==> src/ssm_pkg.sv <==
// Constants shared by the spare-bit framer end and its host controller end
package ssm_pkg;
  localparam int SA_N = 5;
  localparam int FRAMES = 16;
  // Device register offsets
  localparam logic [7:0] MASTER_MODE_ADDR = 8'h00;
  localparam logic [7:0] STATUS_ADDR = 8'h1c;
  localparam logic [7:0] RX_CTRL_ONE_ADDR = 8'h33;
  localparam logic [7:0] TX_CTRL_ONE_ADDR = 8'h35;
  localparam logic [7:0] RX_CAPTURE_FIRST = 8'hcb;
  localparam logic [7:0] RX_CAPTURE_LAST = 8'hcf;
  localparam logic [7:0] TX_ALIGN_WORD_ADDR = 8'hd0;
  localparam logic [7:0] TX_NONALIGN_WORD_ADDR = 8'hd1;
  localparam logic [7:0] TX_INTL_ALIGN_ADDR = 8'hd2;
  localparam logic [7:0] TX_INTL_NONALIGN_ADDR = 8'hd3;
  localparam logic [7:0] TX_REMOTE_ALARM_ADDR = 8'hd4;
  localparam logic [7:0] TX_SOURCE_FIRST = 8'hd5;
  localparam logic [7:0] TX_SOURCE_LAST = 8'hd9;
  localparam logic [7:0] TX_INSERT_CTRL_ADDR = 8'hda;
  // Insertion-control and status fields
  localparam int INS_SA_MSB = 4;
  localparam int INS_RA_BIT = 5;
  localparam int INS_SI_NONALIGN_BIT = 6;
  localparam int INS_SI_ALIGN_BIT = 7;
  localparam int STAT_RX_MF_BIT = 1;
  localparam int STAT_TX_MF_BIT = 4;
  localparam logic [7:0] REG_RESET = 8'h00;
  // Recommended E1 CRC4 set-up values
  localparam logic [7:0] MASTER_MODE_E1 = 8'h02;
  localparam logic [7:0] RX_CTRL_ONE_CRC4 = 8'h48;
  localparam logic [7:0] TX_CTRL_ONE_CRC4 = 8'h11;
  localparam logic [7:0] TX_ALIGN_WORD_INIT = 8'h1b;
  localparam logic [7:0] TX_NONALIGN_WORD_INIT = 8'h40;
  localparam int INIT_STEPS = 6;
  // Host AXI4-Lite map
  localparam logic [3:0] HOST_CMD_ADDR = 4'h0;
  localparam logic [3:0] HOST_STAT_ADDR = 4'h4;
  localparam logic [3:0] HOST_INIT_ADDR = 4'h8;
  localparam int CMD_WDATA_LSB = 8;
  localparam int CMD_WRITE_BIT = 16;
  localparam int STAT_BUSY_BIT = 8;
  localparam int STAT_DONE_BIT = 9;
  localparam logic [1:0] AXI_OKAY = 2'b00;
  localparam logic [1:0] AXI_SLVERR = 2'b10;
  typedef enum logic [1:0] {
    HST_IDLE,
    HST_WAIT_RD,
    HST_INIT
  } ssm_host_state_type;
endpackage

==> src/ssm_reg_if.sv <==
// Register port joining the host controller to the spare-bit framer
`timescale 1ns/10ps
interface ssm_reg_if;
  logic [7:0] reg_addr;
  logic reg_wr;
  logic reg_rd;
  logic [7:0] reg_wdata;
  logic [7:0] reg_rdata;
  logic reg_rvalid;
  modport device (input reg_addr, reg_wr, reg_rd, reg_wdata, output reg_rdata, reg_rvalid);
  modport host (output reg_addr, reg_wr, reg_rd, reg_wdata, input reg_rdata, reg_rvalid);
endinterface

==> src/ssm_framer_dev.sv <==
// Spare-bit capture and insertion end of the E1 framer
`timescale 1ns/10ps
module ssm_framer_dev
  import ssm_pkg::*;
(
  input wire logic clk_sys_i,
  input wire logic rst_n_i,
  input wire logic ce_i,
  ssm_reg_if.device regs,
  input wire logic rx_frame_i,
  input wire logic rx_mf_start_i,
  input wire logic [ssm_pkg::SA_N-1:0] rx_sa_i,
  input wire logic tx_frame_i,
  input wire logic tx_mf_start_i,
  output logic [ssm_pkg::SA_N-1:0] tx_sa_o,
  output logic [ssm_pkg::SA_N-1:0] tx_sa_en_o,
  output logic tx_si_o,
  output logic tx_si_en_o,
  output logic tx_ra_o,
  output logic tx_ra_en_o,
  output logic rx_crc_multiframe_flag_o,
  output logic tx_multiframe_flag_o,
  output logic [7:0] master_mode_o,
  output logic [7:0] rx_ctrl_one_o,
  output logic [7:0] tx_ctrl_one_o,
  output logic [7:0] tx_align_word_o,
  output logic [7:0] tx_nonalign_word_o
);
  import ssm_pkg::*;

  logic [7:0] master_mode_r;
  logic [7:0] rx_ctrl_r;
  logic [7:0] tx_ctrl_r;
  logic [7:0] taf_r;
  logic [7:0] tx_nonalign_frame_word_r;
  logic [7:0] si_af_r;
  logic [7:0] si_naf_r;
  logic [7:0] ra_r;
  logic [7:0] ins_ctrl_r;
  logic [7:0] tx_src_r [SA_N];
  logic [7:0] rx_stage_r [SA_N];
  logic [7:0] rx_cap_r [SA_N];
  logic [7:0] tx_shadow_r [SA_N];
  logic [7:0] si_af_sh_r;
  logic [7:0] si_naf_sh_r;
  logic [7:0] ra_sh_r;
  logic [7:0] ins_sh_r;
  logic [3:0] rx_idx_r;
  logic [3:0] tx_idx_r;
  logic [3:0] rx_idx_nxt;
  logic [3:0] tx_idx_nxt;
  logic [2:0] rx_pos;
  logic [2:0] tx_pos;
  logic rx_mf_ev;
  logic tx_mf_ev;
  logic [1:0] status_r;
  logic [7:0] rdata_r;
  logic rvalid_r;
  logic [7:0] cap_idx;
  logic [7:0] src_idx;
  logic wr_src;
  logic rd_cap;
  logic rd_src;

  ////////////////////////////////////////////////////////////////////////////
  // Frame position bookkeeping

  assign rx_mf_ev = rx_frame_i && rx_mf_start_i;
  assign tx_mf_ev = tx_frame_i && tx_mf_start_i;
  // Multiframe start forces frame 1 (index 0)
  assign rx_idx_nxt = rx_mf_start_i ? 4'h0 : rx_idx_r + 4'h1;
  assign tx_idx_nxt = tx_mf_start_i ? 4'h0 : tx_idx_r + 4'h1;
  // Frame 1 maps to bit 7, frame 15 to bit 0
  assign rx_pos = 3'h7 - rx_idx_nxt[3:1];
  assign tx_pos = 3'h7 - tx_idx_nxt[3:1];

  // Frame counters
  always_ff @(posedge clk_sys_i) begin
    if (!rst_n_i) begin
      rx_idx_r <= 4'h0;
      tx_idx_r <= 4'h0;
    end else if (ce_i) begin
      if (rx_frame_i) begin
        rx_idx_r <= rx_idx_nxt;
      end
      if (tx_frame_i) begin
        tx_idx_r <= tx_idx_nxt;
      end
    end
  end

  ////////////////////////////////////////////////////////////////////////////
  // Receive capture

  // Odd frames fill staging; boundary copies whole words at once
  always_ff @(posedge clk_sys_i) begin
    if (!rst_n_i) begin
      for (int p = 0; p < SA_N; p++) begin
        rx_stage_r[p] <= REG_RESET;
        rx_cap_r[p] <= REG_RESET;
      end
    end else if (ce_i && rx_frame_i) begin
      for (int p = 0; p < SA_N; p++) begin
        if (rx_mf_ev) begin
          rx_cap_r[p] <= rx_stage_r[p];
        end
        if (!rx_idx_nxt[0]) begin
          rx_stage_r[p][rx_pos] <= rx_sa_i[SA_N-1-p];
        end
      end
    end
  end

  ////////////////////////////////////////////////////////////////////////////
  // Transmit sampling and insertion

  // Sources and control sampled at the transmit multiframe boundary
  always_ff @(posedge clk_sys_i) begin
    if (!rst_n_i) begin
      for (int p = 0; p < SA_N; p++) begin
        tx_shadow_r[p] <= REG_RESET;
      end
      si_af_sh_r <= REG_RESET;
      si_naf_sh_r <= REG_RESET;
      ra_sh_r <= REG_RESET;
      ins_sh_r <= REG_RESET;
    end else if (ce_i && tx_mf_ev) begin
      for (int p = 0; p < SA_N; p++) begin
        tx_shadow_r[p] <= tx_src_r[p];
      end
      si_af_sh_r <= si_af_r;
      si_naf_sh_r <= si_naf_r;
      ra_sh_r <= ra_r;
      ins_sh_r <= ins_ctrl_r;
    end
  end

  // Per-frame overhead outputs; boundary frame uses live registers
  always_ff @(posedge clk_sys_i) begin
    if (!rst_n_i) begin
      tx_sa_o <= '0;
      tx_sa_en_o <= '0;
      tx_si_o <= 1'b0;
      tx_si_en_o <= 1'b0;
      tx_ra_o <= 1'b0;
      tx_ra_en_o <= 1'b0;
    end else if (ce_i && tx_frame_i) begin
      for (int p = 0; p < SA_N; p++) begin
        tx_sa_o[SA_N-1-p] <= tx_mf_ev ? tx_src_r[p][tx_pos] : tx_shadow_r[p][tx_pos];
        tx_sa_en_o[SA_N-1-p] <= !tx_idx_nxt[0] &&
          (tx_mf_ev ? ins_ctrl_r[INS_SA_MSB-p] : ins_sh_r[INS_SA_MSB-p]);
      end
      if (!tx_idx_nxt[0]) begin
        tx_si_o <= tx_mf_ev ? si_naf_r[tx_pos] : si_naf_sh_r[tx_pos];
        tx_si_en_o <= tx_mf_ev ? ins_ctrl_r[INS_SI_NONALIGN_BIT] : ins_sh_r[INS_SI_NONALIGN_BIT];
        tx_ra_o <= tx_mf_ev ? ra_r[tx_pos] : ra_sh_r[tx_pos];
        tx_ra_en_o <= tx_mf_ev ? ins_ctrl_r[INS_RA_BIT] : ins_sh_r[INS_RA_BIT];
      end else begin
        tx_si_o <= si_af_sh_r[tx_pos];
        tx_si_en_o <= ins_sh_r[INS_SI_ALIGN_BIT];
        tx_ra_o <= 1'b0;
        tx_ra_en_o <= 1'b0;
      end
    end
  end

  ////////////////////////////////////////////////////////////////////////////
  // Event pulses and sticky status

  // One-cycle boundary pulses
  always_ff @(posedge clk_sys_i) begin
    if (!rst_n_i) begin
      rx_crc_multiframe_flag_o <= 1'b0;
      tx_multiframe_flag_o <= 1'b0;
    end else if (ce_i) begin
      rx_crc_multiframe_flag_o <= rx_mf_ev;
      tx_multiframe_flag_o <= tx_mf_ev;
    end
  end

  // Sticky flags, write one to clear, a new event wins
  always_ff @(posedge clk_sys_i) begin
    if (!rst_n_i) begin
      status_r <= 2'b00;
    end else if (ce_i) begin
      if (rx_mf_ev) begin
        status_r[0] <= 1'b1;
      end else if (regs.reg_wr && regs.reg_addr == STATUS_ADDR &&
                   regs.reg_wdata[STAT_RX_MF_BIT]) begin
        status_r[0] <= 1'b0;
      end
      if (tx_mf_ev) begin
        status_r[1] <= 1'b1;
      end else if (regs.reg_wr && regs.reg_addr == STATUS_ADDR &&
                   regs.reg_wdata[STAT_TX_MF_BIT]) begin
        status_r[1] <= 1'b0;
      end
    end
  end

  ////////////////////////////////////////////////////////////////////////////
  // Register port

  assign cap_idx = regs.reg_addr - RX_CAPTURE_FIRST;
  assign src_idx = regs.reg_addr - TX_SOURCE_FIRST;
  assign rd_cap = regs.reg_addr >= RX_CAPTURE_FIRST && regs.reg_addr <= RX_CAPTURE_LAST;
  assign rd_src = regs.reg_addr >= TX_SOURCE_FIRST && regs.reg_addr <= TX_SOURCE_LAST;
  assign wr_src = regs.reg_wr && rd_src;

  // Host writes; captures ignore them
  always_ff @(posedge clk_sys_i) begin
    if (!rst_n_i) begin
      master_mode_r <= REG_RESET;
      rx_ctrl_r <= REG_RESET;
      tx_ctrl_r <= REG_RESET;
      taf_r <= REG_RESET;
      tx_nonalign_frame_word_r <= REG_RESET;
      si_af_r <= REG_RESET;
      si_naf_r <= REG_RESET;
      ra_r <= REG_RESET;
      ins_ctrl_r <= REG_RESET;
      for (int p = 0; p < SA_N; p++) begin
        tx_src_r[p] <= REG_RESET;
      end
    end else if (ce_i && regs.reg_wr) begin
      if (wr_src) begin
        tx_src_r[src_idx[2:0]] <= regs.reg_wdata;
      end
      unique case (regs.reg_addr)
        MASTER_MODE_ADDR: master_mode_r <= regs.reg_wdata;
        RX_CTRL_ONE_ADDR: rx_ctrl_r <= regs.reg_wdata;
        TX_CTRL_ONE_ADDR: tx_ctrl_r <= regs.reg_wdata;
        TX_ALIGN_WORD_ADDR: taf_r <= regs.reg_wdata;
        TX_NONALIGN_WORD_ADDR: tx_nonalign_frame_word_r <= regs.reg_wdata;
        TX_INTL_ALIGN_ADDR: si_af_r <= regs.reg_wdata;
        TX_INTL_NONALIGN_ADDR: si_naf_r <= regs.reg_wdata;
        TX_REMOTE_ALARM_ADDR: ra_r <= regs.reg_wdata;
        TX_INSERT_CTRL_ADDR: ins_ctrl_r <= regs.reg_wdata;
        default: ;
      endcase
    end
  end

  // Read answer one cycle after the strobe; unmapped reads give zero
  always_ff @(posedge clk_sys_i) begin
    if (!rst_n_i) begin
      rdata_r <= REG_RESET;
      rvalid_r <= 1'b0;
    end else if (ce_i) begin
      rvalid_r <= regs.reg_rd;
      if (regs.reg_rd) begin
        if (rd_cap) begin
          rdata_r <= rx_cap_r[cap_idx[2:0]];
        end else if (rd_src) begin
          rdata_r <= tx_src_r[src_idx[2:0]];
        end else begin
          unique case (regs.reg_addr)
            MASTER_MODE_ADDR: rdata_r <= master_mode_r;
            STATUS_ADDR: rdata_r <= 8'(status_r[0]) << STAT_RX_MF_BIT |
                                    8'(status_r[1]) << STAT_TX_MF_BIT;
            RX_CTRL_ONE_ADDR: rdata_r <= rx_ctrl_r;
            TX_CTRL_ONE_ADDR: rdata_r <= tx_ctrl_r;
            TX_ALIGN_WORD_ADDR: rdata_r <= taf_r;
            TX_NONALIGN_WORD_ADDR: rdata_r <= tx_nonalign_frame_word_r;
            TX_INTL_ALIGN_ADDR: rdata_r <= si_af_r;
            TX_INTL_NONALIGN_ADDR: rdata_r <= si_naf_r;
            TX_REMOTE_ALARM_ADDR: rdata_r <= ra_r;
            TX_INSERT_CTRL_ADDR: rdata_r <= ins_ctrl_r;
            default: rdata_r <= REG_RESET;
          endcase
        end
      end
    end
  end

  assign regs.reg_rdata = rdata_r;
  assign regs.reg_rvalid = rvalid_r;
  assign master_mode_o = master_mode_r;
  assign rx_ctrl_one_o = rx_ctrl_r;
  assign tx_ctrl_one_o = tx_ctrl_r;
  assign tx_align_word_o = taf_r;
  assign tx_nonalign_word_o = tx_nonalign_frame_word_r;
endmodule

==> src/flat_wrapper.sv <==
// flat-port wrapper written by rule: the top's interface ports become plain ports
module ssm_framer_dev_flat import ssm_pkg::*;
  (clk_sys_i, rst_n_i, ce_i, rx_frame_i, rx_mf_start_i, rx_sa_i, tx_frame_i, tx_mf_start_i, tx_sa_o, tx_sa_en_o, tx_si_o, tx_si_en_o, tx_ra_o, tx_ra_en_o, rx_crc_multiframe_flag_o, tx_multiframe_flag_o, master_mode_o, rx_ctrl_one_o, tx_ctrl_one_o, tx_align_word_o, tx_nonalign_word_o, regs_reg_addr, regs_reg_wr, regs_reg_rd, regs_reg_wdata, regs_reg_rdata, regs_reg_rvalid);
  ssm_reg_if regs_i ();
  input wire logic clk_sys_i;
  input wire logic rst_n_i;
  input wire logic ce_i;
  input wire logic rx_frame_i;
  input wire logic rx_mf_start_i;
  input wire logic [ssm_pkg::SA_N-1:0] rx_sa_i;
  input wire logic tx_frame_i;
  input wire logic tx_mf_start_i;
  output logic [ssm_pkg::SA_N-1:0] tx_sa_o;
  output logic [ssm_pkg::SA_N-1:0] tx_sa_en_o;
  output logic tx_si_o;
  output logic tx_si_en_o;
  output logic tx_ra_o;
  output logic tx_ra_en_o;
  output logic rx_crc_multiframe_flag_o;
  output logic tx_multiframe_flag_o;
  output logic [7:0] master_mode_o;
  output logic [7:0] rx_ctrl_one_o;
  output logic [7:0] tx_ctrl_one_o;
  output logic [7:0] tx_align_word_o;
  output logic [7:0] tx_nonalign_word_o;
  input wire logic [$bits(regs_i.reg_addr)-1:0] regs_reg_addr;
  input wire logic [$bits(regs_i.reg_wr)-1:0] regs_reg_wr;
  input wire logic [$bits(regs_i.reg_rd)-1:0] regs_reg_rd;
  input wire logic [$bits(regs_i.reg_wdata)-1:0] regs_reg_wdata;
  output wire logic [$bits(regs_i.reg_rdata)-1:0] regs_reg_rdata;
  output wire logic [$bits(regs_i.reg_rvalid)-1:0] regs_reg_rvalid;
  assign regs_i.reg_addr = regs_reg_addr;
  assign regs_i.reg_wr = regs_reg_wr;
  assign regs_i.reg_rd = regs_reg_rd;
  assign regs_i.reg_wdata = regs_reg_wdata;
  assign regs_reg_rdata = regs_i.reg_rdata;
  assign regs_reg_rvalid = regs_i.reg_rvalid;
  ssm_framer_dev u_core (.clk_sys_i(clk_sys_i), .rst_n_i(rst_n_i), .ce_i(ce_i), .regs(regs_i), .rx_frame_i(rx_frame_i), .rx_mf_start_i(rx_mf_start_i), .rx_sa_i(rx_sa_i), .tx_frame_i(tx_frame_i), .tx_mf_start_i(tx_mf_start_i), .tx_sa_o(tx_sa_o), .tx_sa_en_o(tx_sa_en_o), .tx_si_o(tx_si_o), .tx_si_en_o(tx_si_en_o), .tx_ra_o(tx_ra_o), .tx_ra_en_o(tx_ra_en_o), .rx_crc_multiframe_flag_o(rx_crc_multiframe_flag_o), .tx_multiframe_flag_o(tx_multiframe_flag_o), .master_mode_o(master_mode_o), .rx_ctrl_one_o(rx_ctrl_one_o), .tx_ctrl_one_o(tx_ctrl_one_o), .tx_align_word_o(tx_align_word_o), .tx_nonalign_word_o(tx_nonalign_word_o));
endmodule
==> config.mk <==
export PLATFORM = sky130hd
export DESIGN_NAME = ssm_framer_dev_flat
export DESIGN_NICKNAME = d
export VERILOG_FILES = /design/src/ssm_pkg.sv /design/src/ssm_reg_if.sv /design/src/ssm_framer_dev.sv /design/src/flat_wrapper.sv
export SDC_FILE = /design/constraint.sdc
export NUM_CORES = 1
export LEC_CHECK = 0
export BUFFER_PORTS_ARGS = -buffer_cell sky130_fd_sc_hd__buf_2
export CAP_MARGIN = 20
export CORE_UTILIZATION = 60
export DETAILED_ROUTE_END_ITERATION = 7
export PLACE_DENSITY = 0.83
export SLEW_MARGIN = 20
export SYNTH_ARGS = -nofsm -noshare
export SYNTH_HDL_FRONTEND = slang
export SYNTH_SLANG_ARGS = --single-unit
==> constraint.sdc <==
create_clock -name clk_sys_i -period 11.1 [get_ports clk_sys_i]
set_clock_uncertainty 0.2 [all_clocks]
set_input_delay 1.665 -clock clk_sys_i [delete_from_list [all_inputs] [get_ports clk_sys_i]]
set_output_delay 1.665 -clock clk_sys_i [all_outputs]
set_load 0.005 [all_outputs]
# Word level (Yosys, flattened, before mapping)
# Memory sizes are Yosys's and may differ from the RTL's.
# Index checks and enable logic that the tools add are counted.
[op_classes]
n_eq_ne = 9
addsub = 6
n_reduce_logical = 37
muxes = 128
bitwise_logic = 51
order_cmp = 7
[op_table]
columns = ["operator", "count"]
rows = [
  ["$mux 8", 14],
  ["$mux 1", 94],
  ["$pmux 8 s10", 1],
  ["$or 1x1->1", 50],
  ["$eq 8x8->1 const B", 6],
  ["$bmux 1 s3", 15],
  ["$reduce_and 2->1", 14],
  ["$logic_and 1x1->1", 18],
  ["$eq 8x6->1 const B", 2],
  ["$ge 8x8->1 const B", 2],
  ["$le 8x8->1 const B", 2],
  ["$add 4x1->4 const B", 2],
  ["$eq 8x5->1 const B", 1],
  ["$logic_not 8->1", 1],
  ["$lt 3x4->1 const B", 2],
  ["$mux 4", 2],
  ["$reduce_or 8->1", 1],
  ["$sub 3x3->3 const A", 2],
  ["$or 2x5->5", 1],
  ["$reduce_bool 2->1", 2],
  ["$demux 1 s3", 1],
  ["$ge 3x1->1 const B", 1],
  ["$mux 3", 1],
  ["$sub 3x2->3 const B", 1],
  ["other kinds (2)", 2],
]
[word_totals]
reg_bits = 139
n_memories = 4
ram_bits = 160
out_inout_bits = 65
[mem_list]
columns = ["memory", "depth", "width", "read_ports", "rd_ports_with_merged_regs", "wr", "line", "rtl"]
rows = [
  ["u_core.rx_cap_r", 5, 8, 1, 0, 5, "ssm_framer_dev.sv:42", "logic [7:0] rx_cap_r [SA_N];"],
  ["u_core.rx_stage_r", 5, 8, 5, 0, 5, "ssm_framer_dev.sv:41", "logic [7:0] rx_stage_r [SA_N];"],
  ["u_core.tx_shadow_r", 5, 8, 5, 0, 5, "ssm_framer_dev.sv:43", "logic [7:0] tx_shadow_r [SA_N];"],
  ["u_core.tx_src_r", 5, 8, 6, 0, 5, "ssm_framer_dev.sv:40", "logic [7:0] tx_src_r [SA_N];"],
]

# Logic depth before layout (Yosys ltp)
[depth]
ltp_word = 9
depth_mapped = 10
ltp_nobuf = 7

# Least setup slack after synthesis
# Ideal clock, no wire load.
[synth_timing]
path_kind = "input to register"
startpoint = "input regs_reg_addr[0]"
endpoint = "memory u_core.tx_src_r[4][0] (enable)"
arrival_time_ps = 4078
path_buffers = 3
cell_stages = 10
setup_slack_ps = 6448
cell_sequence = "buf_2 -> buf_2 -> inv_1 -> ha_1 -> nor3b_1 -> o21ai_0 -> and2_4 -> buf_6 -> or3_4 -> o21ai_1"
[synth_rtl]
columns = ["item", "line", "rtl"]
rows = [
  ["start, declared", "flat_wrapper.sv:26", "input wire logic [$bits(regs_i.reg_addr)-1:0] regs_reg_addr;"],
  ["end, declared", "ssm_framer_dev.sv:40", ""],
]

==> flow_summary.toml <==
[setup_path]
startpoint = "regs_reg_addr[0]"
crit_fanout = 29
cp.arrival_ns = 4.78
cp-start-kind = "input port"
path_class = "in -> reg"
reg2reg_from = "u_core.rx_idx_r[0]"
required_ns = 11.09
setup.worst_path.end_class = "flip-flop"

[pwr]
power_density_nw_per_um2 = 158
ir_worst_vdd_mv = 0.149
leakage_nw = 6.00

[place]
preCtsSetupSlack_ns = 5.79
gp_congestion = 0.909
io_buffers = 94
place_hpwl_um = 22200

[min_path]
hp-start = "u_core.rx_crc_multiframe_flag_o"
min-delay-path-class = "reg -> reg"

[grt]
grt_max_degree = 75
antenna_found_initial = 2
grt_pass1_wl_um = 51400
grt_usage = 0.276
overflow = 0
first_global_vias = 9392

[timing]
finalSetupTns_ns = 0
setup_slack_ns = 6.31
period_needed_ns = 4.79
hold_viol_final = 0
finalMaxSlewViolations = 0
slew_headroom = 0.294
max_freq_mhz = 209
setup_viol = 0
tightest_slew_ns = 1.06
min_period_over_period = 0.432
rsz0062_at_grt = "false"

[floorplanning]
die_w_um = 156
core_area_um2 = 22900
die_area_um2 = 24200
io_pins = 95
start_util = 0.618
die_h_um = 156
rows = 55

[clocking]
clock_latency_ns = 0.56
post_cts_buffers = 0
cts_buffer_depth = 3
cts_tree = "built"
ctsHoldBuffers = 0
cts_resized = 0
cts_root_buf = "clkbuf_16"
cts.sinks = 323
cts_buffers = 31
htreeDepth = 1
cts.clk_slew.worst_paths_ns = 0.06

[cells_and_area]
post_route_cells_drive_above_1_share = 0.158
multi_input_area_um2 = 5460
regArea_um2 = 8310
final_cell_mix = "edfxtp_1 (184), dfxtp_1 (139), and2_1 (130), nand2_1 (108), buf_2 (94)"
final_common_cell = "edfxtp_1"
layout.nets = 1295
final_core_util = 0.687
syn_to_final_growth_pct = 11.1
fill_cells = 1597

[synth]
async_reset_ff_frac = 0
syn_area_um2 = 14200
ys.flop_type = "edfxtp_1"
synth_cell_types = 66
synth_edf_count = 184
synthesis.instances = 1207
syn_area_per_cell_um2 = 11.7
ys_warn_count = 0
ys_seq_area_frac = 0.587
synth_seq_cells = 323
syn_nets = 1244

[detailed_routing]
vias = 9869
firstDrtPassIters = 6
drtIter0Drc = 1044
via_per_inst = 6.18
ant_nets = 0
drcViolationCount = 0
wl_met3_um = 3040
routedWlPerCell_um = 20.7
wirelength_um = 33000
top_layer = "met5"
wl_met1_um = 13600
wl_met2_um = 15300

[job]
cap_violations = 0

[outcome]
status = "complete, no violations"
==> worst max-delay path, stage by stage <==
cell and delay, ns:
buf_2 0.54, ha_1 0.93, o2111ai_1 0.31, and2_4 0.33, or3_4 0.44, o21ai_1 0.55
==> path summary, 6_finish.rpt <==
path                                                         to  slack [ns]  cells past startpoint
worst max register to register          u_core.rx_stage_r[4][0]        8.59                      4
worst min-delay path            u_core.rx_crc_multiframe_flag_o        0.25                      1
worst min register to register  u_core.rx_crc_multiframe_flag_o        0.25                      1
worst max-delay path                      u_core.tx_src_r[4][0]        6.31                      6
==> cells in the mapped netlist (8+ instances only) <==
| library cell | number | area share |
|---|---|---|
| clkbuf_1 | 61 | 0.016 |
| edfxtp_1 | 184 | 0.39 |
| and4b_1 | 12 | 0.0085 |
| a22oi_1 | 19 | 0.010 |
| nand3_1 | 62 | 0.022 |
| o21ai_0 | 46 | 0.016 |
| mux4_2 | 26 | 0.041 |
| and3b_1 | 12 | 0.0074 |
| and3_1 | 9 | 0.0040 |
| a22o_1 | 35 | 0.022 |
| nor2_1 | 71 | 0.019 |
| a31oi_1 | 10 | 0.0044 |
| buf_1 | 8 | 0.0021 |
| nand2_1 | 108 | 0.029 |
| nor3_1 | 14 | 0.0049 |
| o211ai_1 | 9 | 0.0048 |
| buf_2 | 13 | 0.0046 |
| dfxtp_1 | 139 | 0.20 |
| a21oi_1 | 50 | 0.018 |
| a221oi_1 | 11 | 0.0068 |
| nand4_1 | 13 | 0.0057 |
| and2_1 | 130 | 0.057 |
| mux2i_1 | 63 | 0.045 |
==> area by class of cell <==
type / instances / area share
antenna: 1 / 0.000159
clock buffer: 40 / 0.0521
clock inverter: 17 / 0.0108
inverter: 6 / 0.00143
multi-input combinational: 790 / 0.347
sequential: 323 / 0.528
tap: 313 / 0.0249
timing repair buffer: 106 / 0.0356
==> sequential cells by signal (all words and copies together) (netlist names), 40 cells and up <==
name	count
u_core.rx_stage_r	40
u_core.rx_cap_r	40
u_core.tx_shadow_r	40
u_core.tx_src_r	64
==> kinds of logic (layout without fill, tap and decap cells) <==
logic type | after synthesis | after routing | synth area share
DFF | 323 | 323 | 0.587
AOI/OAI and AO/OA | 206 | 206 | 0.0963
xor gates and xnor gates | 10 | 10 | 0.00884
other | 0 | 1 | 0
adders and majority gates | 7 | 7 | 0.00619
muxes | 90 | 90 | 0.0867
and+or+nand+nor | 477 | 477 | 0.187
buffers and inverters | 94 | 169 | 0.0282
==> power by group <==
part	switching (mW)	internal [mW]	leakage (nW)
registers	0.0150	1.30	2.98
logic	0.104	0.0480	2.55
clock network	0.436	0.589	0.470
==> per-stage QoR <==
| stage | hold slack [ns] | instances | power, mW | area [um^2] |
|---|---|---|---|---|
| after floorplan | 0.244 | 1207 | 1.44 | 14200 |
| after global placement | 0.231 | 1538 | 1.48 | 14700 |
| after detailed placement | 0.236 | 1538 | 1.49 | 14700 |
| after CTS | 0.256 | 1595 | 2.50 | 15700 |
| after global routing | 0.270 | 1596 | 2.56 | 15700 |
| final | 0.251 | 1596 | 2.49 | 15700 |
==> per-layer routing <==
layer,track usage,vias to the layer above
met5,0,-
met4,0.115,2
met3,0.0481,92
met2,0.440,511
met1,0.377,4719
li1,-,4545
No activity file was read; power rests on OpenSTA's default activity.
